`config.mk`:
```
export PLATFORM = sky130hd
export DESIGN_NAME = cbbie_core
export DESIGN_NICKNAME = d
export VERILOG_FILES = /design/src/pkg/cbbie_pkg.sv /design/src/core/cbbie_alu.sv /design/src/core/cbbie_core.sv
export SDC_FILE = /design/constraint.sdc
export NUM_CORES = 1
export LEC_CHECK = 0
export ABC_AREA = 0
export BUFFER_PORTS_ARGS = -buffer_cell sky130_fd_sc_hd__buf_2
export CAP_MARGIN = 30
export CORE_MARGIN = 2
export CORE_UTILIZATION = 52
export DETAILED_ROUTE_END_ITERATION = 8
export PLACE_DENSITY_LB_ADDON = 0.15
export SETUP_SLACK_MARGIN = 0.3
export SKIP_CTS_REPAIR_TIMING = 1
export SYNTH_ARGS = -nofsm -noshare
export SYNTH_HDL_FRONTEND = slang
export SYNTH_SLANG_ARGS = --single-unit
```
`constraint.sdc`:
```
create_clock -name core_clk -period 3.3 [get_ports core_clk]
set_clock_uncertainty 0.2 [all_clocks]
set_input_delay 0.66 -clock core_clk [delete_from_list [all_inputs] [get_ports core_clk]]
set_output_delay 0.66 -clock core_clk [all_outputs]
set_load 0.02 [all_outputs]
```
`src/pkg/cbbie_pkg.sv`:
```
// Constants and types of the branch, bit and shift execution unit
package cbbie_pkg;

  // ****************************************************************
  // Status bit positions and reset values
  // ****************************************************************
  localparam logic [2:0] SB_C = 3'h0;
  localparam logic [2:0] SB_Z = 3'h1;
  localparam logic [2:0] SB_N = 3'h2;
  localparam logic [2:0] SB_V = 3'h3;
  localparam logic [2:0] SB_S = 3'h4;
  localparam logic [2:0] SB_H = 3'h5;
  localparam logic [2:0] SB_T = 3'h6;
  localparam logic [2:0] SB_I = 3'h7;
  localparam logic [7:0] STATUS_RST = 8'h00;
  localparam logic [2:0] NIB_HI_MSB = 3'h7;
  localparam logic [2:0] NIB_LO_MSB = 3'h3;

  // ****************************************************************
  // Cycle counts
  // ****************************************************************
  localparam logic [2:0] CYC_ONE   = 3'h1;
  localparam logic [2:0] CYC_TWO   = 3'h2;
  localparam logic [2:0] CYC_THREE = 3'h3;
  localparam logic [2:0] CYC_FOUR  = 3'h4;

  // ****************************************************************
  // Operations
  // ****************************************************************
  typedef enum logic [5:0] {
    OP_NOP, OP_SLEEP, OP_WATCHDOG_RESTART,
    OP_COMPARE_SKIP_EQUAL, OP_COMPARE, OP_COMPARE_WITH_CARRY,
    OP_COMPARE_IMMEDIATE,
    OP_SKIP_REG_BIT_CLEAR, OP_SKIP_REG_BIT_SET,
    OP_SKIP_IO_BIT_CLEAR, OP_SKIP_IO_BIT_SET,
    OP_BRANCH_STATUS_BIT_SET, OP_BRANCH_STATUS_BIT_CLEAR,
    OP_BRANCH_EQUAL, OP_BRANCH_NOT_EQUAL,
    OP_BRANCH_CARRY_SET, OP_BRANCH_CARRY_CLEAR,
    OP_BRANCH_LOWER, OP_BRANCH_SAME_HIGHER,
    OP_BRANCH_MINUS, OP_BRANCH_PLUS,
    OP_BRANCH_SIGNED_GE, OP_BRANCH_SIGNED_LT,
    OP_BRANCH_HALF_SET, OP_BRANCH_HALF_CLEAR,
    OP_BRANCH_TFLAG_SET, OP_BRANCH_TFLAG_CLEAR,
    OP_BRANCH_OVF_SET, OP_BRANCH_OVF_CLEAR,
    OP_BRANCH_INT_SET, OP_BRANCH_INT_CLEAR,
    OP_IO_BIT_SET_OP, OP_IO_BIT_CLEAR_OP,
    OP_SHIFT_LEFT_LOGICAL, OP_SHIFT_RIGHT_LOGICAL,
    OP_ROTATE_LEFT_CARRY, OP_ROTATE_RIGHT_CARRY,
    OP_SHIFT_RIGHT_ARITH, OP_NIBBLE_SWAP,
    OP_FLAG_SET, OP_FLAG_CLEAR,
    OP_BIT_TO_TRANSFER_FLAG, OP_TRANSFER_FLAG_TO_BIT,
    OP_RELATIVE_JUMP, OP_RELATIVE_CALL,
    OP_RETURN, OP_INTERRUPT_RETURN,
    OP_LOAD_INDIRECT, OP_STORE_INDIRECT, OP_PROGRAM_MEMORY_LOAD,
    OP_MOVE, OP_LOAD_IMMEDIATE, OP_IO_IN, OP_IO_OUT
  } cbbie_op_t;

endpackage : cbbie_pkg
```
`src/core/cbbie_alu.sv`:
```
// Compare, shift, swap and bit-transfer datapath
`timescale 1ns/10ps
module cbbie_alu
  import cbbie_pkg::*;
(
  // Operation and operands
  input  cbbie_op_t  op,
  input  logic [7:0] opd_a,
  input  logic [7:0] opd_b,
  input  logic [2:0] bit_sel,
  input  logic [7:0] sts_in,
  // Results
  output logic [7:0] res,
  output logic [7:0] sts_out
);

  logic [8:0] diff;
  logic       cin;
  logic       n_f;
  logic       c_f;
  logic       v_f;

  always_comb
  begin
    res     = opd_a;
    sts_out = sts_in;
    cin     = (op == OP_COMPARE_WITH_CARRY) ? sts_in[SB_C] : 1'b0;
    diff    = {1'b0, opd_a} - {1'b0, opd_b} - {8'h00, cin};
    n_f     = 1'b0;
    c_f     = 1'b0;
    v_f     = 1'b0;
    unique case (op)
      OP_COMPARE, OP_COMPARE_WITH_CARRY, OP_COMPARE_IMMEDIATE:
      begin
        n_f = diff[7];
        c_f = diff[8];
        v_f = (opd_a[7] & ~opd_b[7] & ~diff[7])
            | (~opd_a[7] & opd_b[7] & diff[7]);
        sts_out[SB_Z] = (diff[7:0] == 8'h00) &
          ((op == OP_COMPARE_WITH_CARRY) ? sts_in[SB_Z] : 1'b1);
        sts_out[SB_C] = c_f;
        sts_out[SB_N] = n_f;
        sts_out[SB_V] = v_f;
        sts_out[SB_S] = n_f ^ v_f;
        sts_out[SB_H] = (~opd_a[3] & opd_b[3]) | (opd_b[3] & diff[3])
                      | (diff[3] & ~opd_a[3]);
      end
      OP_SHIFT_LEFT_LOGICAL, OP_SHIFT_RIGHT_LOGICAL,
      OP_ROTATE_LEFT_CARRY, OP_ROTATE_RIGHT_CARRY, OP_SHIFT_RIGHT_ARITH:
      begin
        unique case (op)
          OP_SHIFT_LEFT_LOGICAL:
          begin
            res = {opd_a[6:0], 1'b0};
            c_f = opd_a[7];
          end
          OP_SHIFT_RIGHT_LOGICAL:
          begin
            res = {1'b0, opd_a[7:1]};
            c_f = opd_a[0];
          end
          OP_ROTATE_LEFT_CARRY:
          begin
            res = {opd_a[6:0], sts_in[SB_C]};
            c_f = opd_a[7];
          end
          OP_ROTATE_RIGHT_CARRY:
          begin
            res = {sts_in[SB_C], opd_a[7:1]};
            c_f = opd_a[0];
          end
          default:
          begin
            res = {opd_a[7], opd_a[7:1]};
            c_f = opd_a[0];
          end
        endcase
        n_f = res[7];
        v_f = n_f ^ c_f;
        sts_out[SB_Z] = (res == 8'h00);
        sts_out[SB_C] = c_f;
        sts_out[SB_N] = n_f;
        sts_out[SB_V] = v_f;
        sts_out[SB_S] = n_f ^ v_f;
      end
      OP_NIBBLE_SWAP:
        res = {opd_a[NIB_LO_MSB:0], opd_a[NIB_HI_MSB:NIB_LO_MSB+3'h1]};
      OP_BIT_TO_TRANSFER_FLAG:
        sts_out[SB_T] = opd_a[bit_sel];
      OP_TRANSFER_FLAG_TO_BIT:
        res[bit_sel] = sts_in[SB_T];
      default:
      begin
        res     = opd_a;
        sts_out = sts_in;
      end
    endcase
  end

endmodule : cbbie_alu

```
`src/core/cbbie_core.sv`:
```
// Execution sequencer for branch, skip, bit and shift instructions
`timescale 1ns/10ps
module cbbie_core
  import cbbie_pkg::*;
#(
  parameter int          PC_W   = 10,
  parameter int          OFS_W  = 12,
  parameter logic [9:0]  PC_RST = 10'h000
)
(
  // Clock and reset
  input  wire logic              core_clk,
  input  wire logic              rst_n,
  // Decoded instruction
  input  wire logic              instr_valid,
  input  wire cbbie_op_t         instr_op,
  input  wire logic [7:0]        opd_a,
  input  wire logic [7:0]        opd_b,
  input  wire logic [2:0]        bit_sel,
  input  wire logic [2:0]        flag_sel,
  input  wire logic [OFS_W-1:0]  ofs_k,
  input  wire logic              next_two_word,
  output logic                   instr_ready,
  // I/O space and stack
  input  wire logic [7:0]        io_rd_data,
  input  wire logic [PC_W-1:0]   stack_pc,
  // Program counter and status
  output logic [PC_W-1:0]        pc_q,
  output logic [7:0]             status_q,
  // Register and I/O writes
  output logic                   rd_we_q,
  output logic [7:0]             rd_wdata_q,
  output logic                   io_we_q,
  output logic [7:0]             io_wdata_q,
  // Side effects
  output logic                   push_q,
  output logic [PC_W-1:0]        push_pc_q,
  output logic                   pop_q,
  output logic                   mem_rd_q,
  output logic                   mem_wr_q,
  output logic                   pmem_rd_q,
  output logic                   sleep_q,
  output logic                   wdt_restart_q
);

  // ****************************************************************
  // Helpers
  // ****************************************************************
  function automatic logic [PC_W-1:0] pc_rel(input logic [PC_W-1:0] pc,
                                             input logic [OFS_W-1:0] k);
    logic [31:0] ext;
    logic [31:0] sum;
    ext = {{(32-OFS_W){k[OFS_W-1]}}, k};
    sum = {{(32-PC_W){1'b0}}, pc} + ext + 32'h1;
    return sum[PC_W-1:0];
  endfunction : pc_rel

  function automatic logic branch_cond(input cbbie_op_t op,
                                       input logic [7:0] s,
                                       input logic [2:0] sel);
    logic r;
    r = 1'b0;
    unique case (op)
      OP_BRANCH_STATUS_BIT_SET:   r = s[sel];
      OP_BRANCH_STATUS_BIT_CLEAR: r = ~s[sel];
      OP_BRANCH_EQUAL:            r = s[SB_Z];
      OP_BRANCH_NOT_EQUAL:        r = ~s[SB_Z];
      OP_BRANCH_CARRY_SET,
      OP_BRANCH_LOWER:            r = s[SB_C];
      OP_BRANCH_CARRY_CLEAR,
      OP_BRANCH_SAME_HIGHER:      r = ~s[SB_C];
      OP_BRANCH_MINUS:            r = s[SB_N];
      OP_BRANCH_PLUS:             r = ~s[SB_N];
      OP_BRANCH_SIGNED_GE:        r = ~(s[SB_N] ^ s[SB_V]);
      OP_BRANCH_SIGNED_LT:        r = s[SB_N] ^ s[SB_V];
      OP_BRANCH_HALF_SET:         r = s[SB_H];
      OP_BRANCH_HALF_CLEAR:       r = ~s[SB_H];
      OP_BRANCH_TFLAG_SET:        r = s[SB_T];
      OP_BRANCH_TFLAG_CLEAR:      r = ~s[SB_T];
      OP_BRANCH_OVF_SET:          r = s[SB_V];
      OP_BRANCH_OVF_CLEAR:        r = ~s[SB_V];
      OP_BRANCH_INT_SET:          r = s[SB_I];
      OP_BRANCH_INT_CLEAR:        r = ~s[SB_I];
      default:                    r = 1'b0;
    endcase
    return r;
  endfunction : branch_cond

  // ****************************************************************
  // Datapath
  // ****************************************************************
  logic [7:0]      alu_res;
  logic [7:0]      alu_sts;
  logic [2:0]      busy_q;
  logic [2:0]      busy_d;
  logic [PC_W-1:0] pc_d;
  logic [7:0]      status_d;
  logic            rd_we_d;
  logic [7:0]      rd_wdata_d;
  logic            io_we_d;
  logic [7:0]      io_wdata_d;
  logic            push_d;
  logic [PC_W-1:0] push_pc_d;
  logic            pop_d;
  logic            mem_rd_d;
  logic            mem_wr_d;
  logic            pmem_rd_d;
  logic            sleep_d;
  logic            wdt_restart_d;
  logic            accept;
  logic            skip;
  logic [2:0]      cyc;
  logic [PC_W-1:0] pc_inc;
  logic [PC_W-1:0] pc_skip;

  cbbie_alu u_alu (
    .op      (instr_op),
    .opd_a   (opd_a),
    .opd_b   (opd_b),
    .bit_sel (bit_sel),
    .sts_in  (status_q),
    .res     (alu_res),
    .sts_out (alu_sts)
  );

  assign instr_ready = (busy_q == 3'h0);
  assign accept      = instr_valid & instr_ready;
  assign pc_inc      = pc_q + {{(PC_W-1){1'b0}}, 1'b1};
  assign pc_skip     = pc_inc + {{(PC_W-1){1'b0}}, 1'b1}
                     + {{(PC_W-1){1'b0}}, next_two_word};

  // ****************************************************************
  // Next state
  // ****************************************************************
  always_comb
  begin
    pc_d          = pc_q;
    status_d      = status_q;
    busy_d        = (busy_q == 3'h0) ? 3'h0 : busy_q - 3'h1;
    rd_we_d       = 1'b0;
    rd_wdata_d    = rd_wdata_q;
    io_we_d       = 1'b0;
    io_wdata_d    = io_wdata_q;
    push_d        = 1'b0;
    push_pc_d     = push_pc_q;
    pop_d         = 1'b0;
    mem_rd_d      = 1'b0;
    mem_wr_d      = 1'b0;
    pmem_rd_d     = 1'b0;
    sleep_d       = 1'b0;
    wdt_restart_d = 1'b0;
    skip          = 1'b0;
    cyc           = CYC_ONE;
    if (accept)
    begin
      pc_d = pc_inc;
      unique case (instr_op)
        OP_COMPARE_SKIP_EQUAL:  skip = (opd_a == opd_b);
        OP_SKIP_REG_BIT_CLEAR:  skip = ~opd_a[bit_sel];
        OP_SKIP_REG_BIT_SET:    skip = opd_a[bit_sel];
        OP_SKIP_IO_BIT_CLEAR:   skip = ~io_rd_data[bit_sel];
        OP_SKIP_IO_BIT_SET:     skip = io_rd_data[bit_sel];
        OP_COMPARE, OP_COMPARE_WITH_CARRY, OP_COMPARE_IMMEDIATE:
          status_d = alu_sts;
        OP_BRANCH_STATUS_BIT_SET, OP_BRANCH_STATUS_BIT_CLEAR,
        OP_BRANCH_EQUAL, OP_BRANCH_NOT_EQUAL,
        OP_BRANCH_CARRY_SET, OP_BRANCH_CARRY_CLEAR,
        OP_BRANCH_LOWER, OP_BRANCH_SAME_HIGHER,
        OP_BRANCH_MINUS, OP_BRANCH_PLUS,
        OP_BRANCH_SIGNED_GE, OP_BRANCH_SIGNED_LT,
        OP_BRANCH_HALF_SET, OP_BRANCH_HALF_CLEAR,
        OP_BRANCH_TFLAG_SET, OP_BRANCH_TFLAG_CLEAR,
        OP_BRANCH_OVF_SET, OP_BRANCH_OVF_CLEAR,
        OP_BRANCH_INT_SET, OP_BRANCH_INT_CLEAR:
        begin
          if (branch_cond(instr_op, status_q, flag_sel))
          begin
            pc_d = pc_rel(pc_q, ofs_k);
            cyc  = CYC_TWO;
          end
        end
        OP_IO_BIT_SET_OP, OP_IO_BIT_CLEAR_OP:
        begin
          io_we_d             = 1'b1;
          io_wdata_d          = io_rd_data;
          io_wdata_d[bit_sel] = (instr_op == OP_IO_BIT_SET_OP);
          cyc                 = CYC_TWO;
        end
        OP_SHIFT_LEFT_LOGICAL, OP_SHIFT_RIGHT_LOGICAL,
        OP_ROTATE_LEFT_CARRY, OP_ROTATE_RIGHT_CARRY, OP_SHIFT_RIGHT_ARITH:
        begin
          rd_we_d    = 1'b1;
          rd_wdata_d = alu_res;
          status_d   = alu_sts;
        end
        OP_NIBBLE_SWAP, OP_TRANSFER_FLAG_TO_BIT:
        begin
          rd_we_d    = 1'b1;
          rd_wdata_d = alu_res;
        end
        OP_BIT_TO_TRANSFER_FLAG:  status_d = alu_sts;
        OP_FLAG_SET:              status_d[flag_sel] = 1'b1;
        OP_FLAG_CLEAR:            status_d[flag_sel] = 1'b0;
        OP_SLEEP:                 sleep_d = 1'b1;
        OP_WATCHDOG_RESTART:      wdt_restart_d = 1'b1;
        OP_NOP:                   cyc = CYC_ONE;
        OP_RELATIVE_JUMP:
        begin
          pc_d = pc_rel(pc_q, ofs_k);
          cyc  = CYC_TWO;
        end
        OP_RELATIVE_CALL:
        begin
          pc_d      = pc_rel(pc_q, ofs_k);
          push_d    = 1'b1;
          push_pc_d = pc_inc;
          cyc       = CYC_THREE;
        end
        OP_RETURN, OP_INTERRUPT_RETURN:
        begin
          pc_d  = stack_pc;
          pop_d = 1'b1;
          cyc   = CYC_FOUR;
          if (instr_op == OP_INTERRUPT_RETURN)
            status_d[SB_I] = 1'b1;
        end
        OP_LOAD_INDIRECT:
        begin
          mem_rd_d = 1'b1;
          cyc      = CYC_TWO;
        end
        OP_STORE_INDIRECT:
        begin
          mem_wr_d = 1'b1;
          cyc      = CYC_TWO;
        end
        OP_PROGRAM_MEMORY_LOAD:
        begin
          pmem_rd_d = 1'b1;
          cyc       = CYC_THREE;
        end
        OP_MOVE, OP_LOAD_IMMEDIATE:
        begin
          rd_we_d    = 1'b1;
          rd_wdata_d = opd_b;
        end
        OP_IO_IN:
        begin
          rd_we_d    = 1'b1;
          rd_wdata_d = io_rd_data;
        end
        OP_IO_OUT:
        begin
          io_we_d    = 1'b1;
          io_wdata_d = opd_a;
        end
      endcase
      if (skip)
      begin
        pc_d = pc_skip;
        cyc  = CYC_TWO;
      end
      busy_d = cyc - CYC_ONE;
    end
  end

  // ****************************************************************
  // Registers
  // ****************************************************************
  always_ff @(posedge core_clk or negedge rst_n)
  begin
    if (!rst_n)
    begin
      pc_q          <= PC_RST[PC_W-1:0];
      status_q      <= STATUS_RST;
      busy_q        <= 3'h0;
      rd_we_q       <= 1'b0;
      rd_wdata_q    <= 8'h00;
      io_we_q       <= 1'b0;
      io_wdata_q    <= 8'h00;
      push_q        <= 1'b0;
      push_pc_q     <= '0;
      pop_q         <= 1'b0;
      mem_rd_q      <= 1'b0;
      mem_wr_q      <= 1'b0;
      pmem_rd_q     <= 1'b0;
      sleep_q       <= 1'b0;
      wdt_restart_q <= 1'b0;
    end
    else
    begin
      pc_q          <= pc_d;
      status_q      <= status_d;
      busy_q        <= busy_d;
      rd_we_q       <= rd_we_d;
      rd_wdata_q    <= rd_wdata_d;
      io_we_q       <= io_we_d;
      io_wdata_q    <= io_wdata_d;
      push_q        <= push_d;
      push_pc_q     <= push_pc_d;
      pop_q         <= pop_d;
      mem_rd_q      <= mem_rd_d;
      mem_wr_q      <= mem_wr_d;
      pmem_rd_q     <= pmem_rd_d;
      sleep_q       <= sleep_d;
      wdt_restart_q <= wdt_restart_d;
    end
  end

endmodule : cbbie_core

```
; ---- Word-level counts from Yosys, hierarchy flattened
; Index checks and enable logic that the tools add are counted.
[totals]
elab_cells = 214
register_bits = 56
in_bits = 62
out_inout_bits = 54
[op_classes]
eq_ne = 58
n_addsub = 9
order_cmp = 4
mux = 59
bitwise = 34
reduce_logical = 32
[ops]
columns = op, count
row1 = $eq A6 B6 Y1 const B, 22
row2 = $eq A6 B5 Y1 const B, 16
row3 = $eq A6 B4 Y1 const B, 8
row4 = $pmux W8 S3, 2
row5 = $mux W1, 33
row6 = $pmux W8 S4, 1
row7 = $pmux W10 S3, 1
row8 = $eq A6 B3 Y1 const B, 4
row9 = $pmux W7 S3, 1
row10 = $add A10 B1 Y10 const B, 2
row11 = $mux W10, 2
row12 = $reduce_or A20 Y1, 1
row13 = $pmux W1 S18, 1
row14 = $bwmux W8, 2
row15 = $logic_not A8 Y1, 2
row16 = $pmux W8 S2, 1
row17 = $reduce_or A2 Y1, 8
row18 = $not A1 Y1, 15
row19 = $eq A6 B2 Y1 const B, 2
row20 = $mux W3, 4
row21 = $pmux W3 S4, 1
row22 = $reduce_and A3 Y1, 4
row23 = $add A10 B1 Y10, 1
row24 = $add A10 B10 Y10, 1
row25 = 34 further kinds, 61

; ---- Logic depth before layout (Yosys ltp)
; Gate-level depths: netlist of the first run.
[logic_depth]
word_depth = 12
ltp_mapped = 15
mapped_depth_nobuf = 13

; ---- Hierarchy
; From an unflattened synthesis of the first run, not the netlist that was laid out.
[hier_totals]
cells_unflattened = 782
hier_area_um2 = 6208.5
[by_module_without_submodules]
columns = module, n_inst, area_per_inst_um2, seq_area_each_um2, cells_per_inst
row1 = cbbie_core, 1, 4777.1, 1401.3, 574
row2 = cbbie_alu, 1, 1431.4, 0.0, 208

; ---- Worst setup path before layout of the first run
; No wires, ideal clock.
[synth_timing]
kind = in2reg
startpoint = in instr_op[4]
endpoint = reg status_q[3]
cell_stages = 13
setup_ns = 0.134
t_required_ns = 2.966
arrival_time_ns = 3.357
path_slack_ns = -0.391
n_path_buf = 1
cell_sequence = clkbuf_1 nor2_1 nand4_1 fa_1 ha_1 nand2_1 nand2_1 a211o_1 a21oi_1 xnor2_1 mux2_2 a211oi_1 a211oi_1
[synth_between]
elab_chain_cells = 8
elab_cells_between_ends = 31
classes_between = add/sub: 1 / eq/ne: 12 / mux: 7 / bitwise: 5 / reduce/logical: 6
[synth_rtl]
columns = element, line
row1 = "start, declared", cbbie_core.sv:16  ; input wire cbbie_op_t instr_op,
row2 = $eq A6 B3 Y1, "cbbie_alu.sv:27, cbbie_alu.sv:32, cbbie_core.sv:157"
row3 = $mux W1, cbbie_alu.sv:27  ; cin = (op == OP_COMPARE_WITH_CARRY) ? sts_in[SB_C] : 1'b0;
row4 = $sub A9 B1 Y9, cbbie_alu.sv:28  ; diff = {1'b0, opd_a} - {1'b0, opd_b} - {8'h00, cin};
row5 = $not A1 Y1, cbbie_alu.sv:37  ; v_f = (opd_a[7] & ~opd_b[7] & ~diff[7])
row6 = $and A1 B1 Y1, cbbie_alu.sv:37
row7 = $or A1 B1 Y1, cbbie_alu.sv:38  ; | (~opd_a[7] & opd_b[7] & diff[7]);
row8 = $pmux W5 S2, cbbie_alu.sv:32  ; unique case (op)
row9 = $pmux W7 S3, cbbie_core.sv:157  ; unique case (instr_op)
row10 = "end signal, assigned", cbbie_core.sv:293  ; status_q <= status_d;
row11 = "end, declared", cbbie_core.sv:29  ; output logic [7:0] status_q,
; Parallel ways exist; a longest one is shown, timed or not. The select of a mux whose other input is x is not followed.
; A chain may end at the register's enable or synchronous reset.

; ---- Final worst setup path of the first run
[layout_timing]
startpoint = in instr_op[3]
endpoint = reg status_q[3]
; The elaborated chain is that of the path after synthesis.

==> results of run 1 <==
[worst max-delay path by stage]
stage,startpoint,endpoint,slack [ns]
final,instr_op[3],status_q[3],0.11
after global routing,instr_op[3],status_q[3],0.002
after CTS,instr_op[3],status_q[3],-0.08
after floorplan,instr_op[3],status_q[3],-0.19
after global placement,instr_op[3],status_q[3],-0.32
after detailed placement,instr_op[3],status_q[3],-0.44
[routing by layer]
metal	vias up	track usage [%]	wire length (um)
met1	2830	38.28	7340
met3	49	3.329	1107
li1	2873	-	-
met5	-	0	0
met4	0	13.46	673
met2	270	51.84	8463
[through the flow]
step | area, um^2 | hold WS, ns
floorplan | 5688 | 0.1644
global placement | 6596 | 0.2584
detailed placement | 6596 | 0.2740
CTS | 6693 | 0.1106
global route | 6749 | 0.1346
finish | 6749 | 0.1143
[power groups by stage]
stage / Clock [mW] / Combinational, mW / Sequential [mW]
floorplan: 0 / 1.34 / 1.37
global placement: 0 / 2.21 / 1.17
detailed placement: 0 / 2.26 / 1.18
CTS: 0.428 / 2.27 / 1.17
global route: 0.461 / 2.53 / 1.21
finish: 0.416 / 2.30 / 1.18
[cell families (layout without fill, tap and decap cells)]
logic type / count (synthesis) / after routing / share of synthesized area (%)
AND/OR/NAND/NOR: 251 / 251 / 22.52
adder cells (fa/ha/maj): 33 / 33 / 7.784
flip-flops: 56 / 56 / 25.05
multiplexers: 41 / 41 / 7.918
XOR/XNOR: 39 / 39 / 6.106
buffers and inverters: 90 / 219 / 6.620
AO/OA/AOI/OAI: 210 / 210 / 24.00
[registers in the layout (all words and copies together), names as in the netlist, 3 cells and up]
name,cells
busy_q,3
io_wdata_q,8
pc_q,10
push_pc_q,10
rd_wdata_q,8
status_q,8
[layout make-up]
cell class,instances,share of cell area [%]
Tap cell,136,2.521
Multi-Input combinational cell,574,58.19
Inverter,41,2.280
Clock buffer,5,1.020
Sequential cell,56,20.76
Timing Repair Buffer,170,14.81
Clock inverter,3,0.4079
[layout by cell type, fill, tap and decap left out, types with 8 or more instances in the layout]
cell	instances
buf_2	112
xnor2_1	24
a221oi_1	9
mux2_2	14
ha_1	29
a21oi_1	61
buf_4	57
nor2_1	48
a31oi_1	13
dfrtp_1	56
inv_1	40
nor3_1	18
nand3b_1	8
mux2i_1	24
nand2_1	70
xor2_1	14
nor2b_1	11
nand3_1	23
nand4_1	12
o21ai_0	34
nand2b_1	11
o21ai_1	18
==> results_dict.tcl, run 1 <==
set metrics [dict create \
    cts_buffers 5 \
    min_period_ns 3.186 \
    antenna_found_initial 0 \
    track_usage_pct 30.27 \
    placedCellCount 976 \
    ys_top_cells_by_count "nand2_1, a21oi_1, dfrtp_1" \
    setup_ws_ns 0.1144 \
    tns_ns 0 \
    r2r-end "status_q[3]" \
    crit_type "primary input to register" \
    dp_slack_ns -0.4352 \
    intPower_mw 2.024 \
    clk_path_buf_depth 2 \
    drive_above_1_share_pct 26.62 \
    ys_seq_elements 56 \
    path_buf_inv 1 \
    worst-path-stages 13 \
    grt_pass1_wl_um 28080 \
    h-tree-depth 2 \
    rsz0062_at_grt "yes" \
    drc 0 \
    worstPathCellList "buf_6 > and2b_1 > nand4_1 > fa_2 > ha_4 > nand2_2 > nand2_2 > a211o_1 > a21oi_2 > xnor2_2 > mux2_4 > a211oi_2 > a211oi_1" \
    r2r_slack_ns 0.37 \
    tightest_slew_ns 0.9316 \
    combPwrFrac_pct 59.1 \
    n_fill_cell 938 \
    overflow 0 \
    syn_inst 720 \
    yosysSeqAreaShare_pct 25.05 \
    synth_top_area_share_pct 25.05 \
    relSlewSlack_pct 37.48 \
    clkSinkCount 56 \
    cp_max_fo 4 \
    leakage_nw 3.207 \
    yosysMostFrequentCell "nand2_1" \
    routed_wl_um 17590 \
    path_delay_family "compound AO/OA/AOI/OAI gates" \
    portBuffers 113 \
    switching_share_pct 48.02 \
    endpoint_kind "register" \
    cp_slowest_cell "fa_2" \
    multi_input_area_um2 3928 \
    hpwl_um 13800 \
    final_hold_viol_count 0 \
    die_area_um2 11600 \
    initial_core_util_pct 53.95 \
    drv_slew 0 \
    place.gp.congestion 0.9488 \
    wl_per_cell_um 17.85 \
    peakVddDrop_mv 0.3531 \
    setup_viol 0 \
    finalCritPeriodShare_pct 96.53 \
    fmax_ghz 0.3139 \
    synth.distinct_cells 68 \
    die_h_um 107.7 \
    final_util_pct 65.08 \
    first_global_vias 5792 \
    regArea_um2 1401 \
    cp-start-kind "primary input" \
    drt_first_pass_iters 6 \
    status "finished clean" \
    vias_per_cell 6.114 \
    fin_cells 985 \
    core_um2 10370 \
    io-pin-count 116 \
    synth-edff-count 0 \
    seqPwrFrac_pct 30.2 \
    num_vias 6022 \
    synth-main-ff-cell "dfrtp_1" \
    areaGrowthSynthToFinish_pct 20.64 \
    ant_nets 0 \
    crit_arrival_ns 3.20 \
    yosysWarnings 0 \
    syn_area_um2 5594 \
    pwr-share-clk_pct 10.7 \
    powerDensity_nw_per_um2 576.9 \
    cpMostUsedCell "nand2_2" \
    finalNetCount 943 \
    root_buffer "clkbuf_8" \
    max_stage_delay_ns 0.43 \
    p_total_mw 3.894 \
    syn_avg_cell_area_um2 7.770 \
    r2r_start "status_q[0]" \
    diodes 0 \
    synth_top_area_cell "dfrtp_1" \
    required_ns 3.31 \
    drt_iter0_markers 618 \
    tritoncts "yes" \
    synth_area_leaders "dfrtp_1, ha_1, a21oi_1" \
    power.switching_mw 1.870 \
    dieWidth_um 107.7 \
    maxCapViolCount 0 \
    min_path_type "primary input to asynchronous set/reset pin" \
    clk_pin_slew_ns 0.12 \
    synth-async-reset-ratio_pct 100.0 \
    syn-num-nets 815 \
    grt_max_degree 25 \
    rows 37 \
    clock_latency_ns 0.33 \
    ff2ff_path_depth 11 \
]
(Power assumes the default switching activity.)
==> run 2: changes to the inputs <==
--- a/config.mk
+++ b/config.mk
@@ -10,10 +10,12 @@
 export CAP_MARGIN = 30
 export CORE_MARGIN = 2
 export CORE_UTILIZATION = 52
+export CTS_CLUSTER_DIAMETER = 40
 export DETAILED_ROUTE_END_ITERATION = 8
 export PLACE_DENSITY_LB_ADDON = 0.15
 export SETUP_SLACK_MARGIN = 0.3
 export SKIP_CTS_REPAIR_TIMING = 1
+export SLEW_MARGIN = 40
 export SYNTH_ARGS = -nofsm -noshare
 export SYNTH_HDL_FRONTEND = slang
 export SYNTH_SLANG_ARGS = --single-unit
==> constraint.sdc (replaced) <==
create_clock -name core_clk -period 3.2 [get_ports core_clk]
set_clock_uncertainty 0.2 [all_clocks]
set_input_delay 0.64 -clock core_clk [delete_from_list [all_inputs] [get_ports core_clk]]
set_output_delay 0.64 -clock core_clk [all_outputs]
set_load 0.02 [all_outputs]
==> run 2 against run 1 <==
Flip-flop and latch count is the same. Via count grew 1.3%. Final cell count grew 0.71%.
==> results_dict.tcl, run 2 (synthesis gave the netlist of run 1 again) <==
set metrics [dict create \
    clk_path_buf_depth 2 \
    die_h_um 107.7 \
    drive_above_1_share_pct 28.04 \
    endpoint_kind "register" \
    fin_cells 992 \
    ant_nets 0 \
    core_um2 10370 \
    first_global_vias 5781 \
    setup_viol 0 \
    tightest_slew_ns 0.7529 \
    cp-start-kind "primary input" \
    areaGrowthSynthToFinish_pct 22.23 \
    initial_core_util_pct 53.95 \
    place.gp.congestion 0.9775 \
    drv_slew 0 \
    fmax_ghz 0.3182 \
    die_area_um2 11600 \
    antenna_found_initial 0 \
    rows 37 \
    overflow 0 \
    layout_common_cells "buf_2, nand2_1, buf_4" \
    ff2ff_path_depth 11 \
    relSlewSlack_pct 49.17 \
    wl_per_cell_um 17.89 \
    reg.largest.list "pc_q (10), push_pc_q (10)" \
    status "finished clean" \
    dieWidth_um 107.7 \
    root_buffer "clkbuf_8" \
    placedCellCount 982 \
    r2r-end "status_q[3]" \
    clkSinkCount 56 \
    tns_ns 0 \
    final_util_pct 65.94 \
    maxCapViolCount 0 \
    drt_iter0_markers 668 \
    met2_length_um 8578 \
    wl_met1_um 7344 \
    vias_per_cell 6.151 \
    drc 0 \
    routed_wl_um 17750 \
    fin_area_um2 6838 \
    cts_buffers 5 \
    dp_slack_ns -0.4281 \
    min_period_ns 3.143 \
    min_path_type "primary input to asynchronous set/reset pin" \
    grt_max_degree 31 \
    tritoncts "yes" \
    leakage_nw 3.247 \
    num_vias 6102 \
    clk_pin_slew_ns 0.12 \
    finalNetCount 950 \
    h-tree-depth 2 \
    dpl_cell_area_um2 6658 \
    io-pin-count 116 \
    diodes 0 \
    rsz0062_at_grt "yes" \
    peakVddDrop_mv 0.3611 \
    setup_ws_ns 0.05692 \
    powerDensity_nw_per_um2 593.6 \
    cp_max_fo 2 \
    finalCritPeriodShare_pct 98.22 \
    drt_first_pass_iters 5 \
    required_ns 3.21 \
    track_usage_pct 30.34 \
    r2r_start "status_q[0]" \
    final_common_cell "buf_2" \
    grt_pass1_wl_um 28120 \
    topRoutingLayerUsed "met4" \
    r2r_slack_ns 0.26 \
    final_hold_viol_count 0 \
    hpwl_um 13720 \
    wl_met3_um 1265 \
    portBuffers 113 \
    crit_type "primary input to register" \
    crit_arrival_ns 3.15 \
    clock_latency_ns 0.33 \
]
-- run 2: cell types whose count changed in the layout (fill, tap and decap cells not counted), sizes merged --
cell / before / now
buf: 170 / 177
-- run 2: metrics by stage --
step                total power, mW  hold WS [ns]
finish                        4.059       0.03145
global route                  4.369       0.05231
CTS                           4.014        0.1829
detailed placement            3.564        0.2689
global placement              3.485        0.2591
floorplan                     2.798        0.1444
-- run 2: cell type report --
cell class,instances,area (um^2)
fillers,944,3532
flip-flops and latches,56,1401
clock inverters,3,27.53
clock buffers,5,68.82
inverters,41,153.9
repair buffers,177,1055
well taps,136,170.2
multi-input cells,574,3961
-- run 2: per-layer routing --
metal / vias to the layer above / GRT usage (%)
li1: 2885 / -
met1: 2884 / 38.02
met2: 290 / 52.20
met3: 43 / 4.419
met4: 0 / 12.27
met5: - / 0
-- run 2: worst max path at each step --
stage | depth (start not counted) | startpoint | slack (ns) | end
2_1_floorplan | 13 | instr_op[3] | -0.27 | status_q[3]
3_3_place_gp | 13 | instr_op[3] | -0.40 | status_q[3]
3_5_place_dp | 13 | instr_op[3] | -0.43 | status_q[4]
4_1_cts | 13 | instr_op[3] | -0.07 | status_q[3]
5_1_grt | 13 | instr_op[3] | -0.01 | status_q[3]
6_report | 13 | instr_op[3] | 0.06 | status_q[3]
-- run 2: report_power, final --
| group | total [mW] | switching [mW] | internal [mW] |
|---|---|---|---|
| clock | 0.438 | 0.276 | 0.162 |
| combinational | 2.40 | 1.40 | 1.00 |
| sequential | 1.22 | 0.279 | 0.940 |
| total | 4.06 | 1.95 | 2.10 |
-- run 2: worst max-delay path: stages --
cell	delay, ns
buf_6	0.09
and2b_1	0.22
nand4_1	0.17
fa_2	0.41
ha_4	0.18
nor2b_4	0.13
nand2_2	0.09
a211o_1	0.27
a21oi_2	0.18
xnor2_2	0.15
mux2_4	0.32
a211oi_2	0.25
a211oi_2	0.06
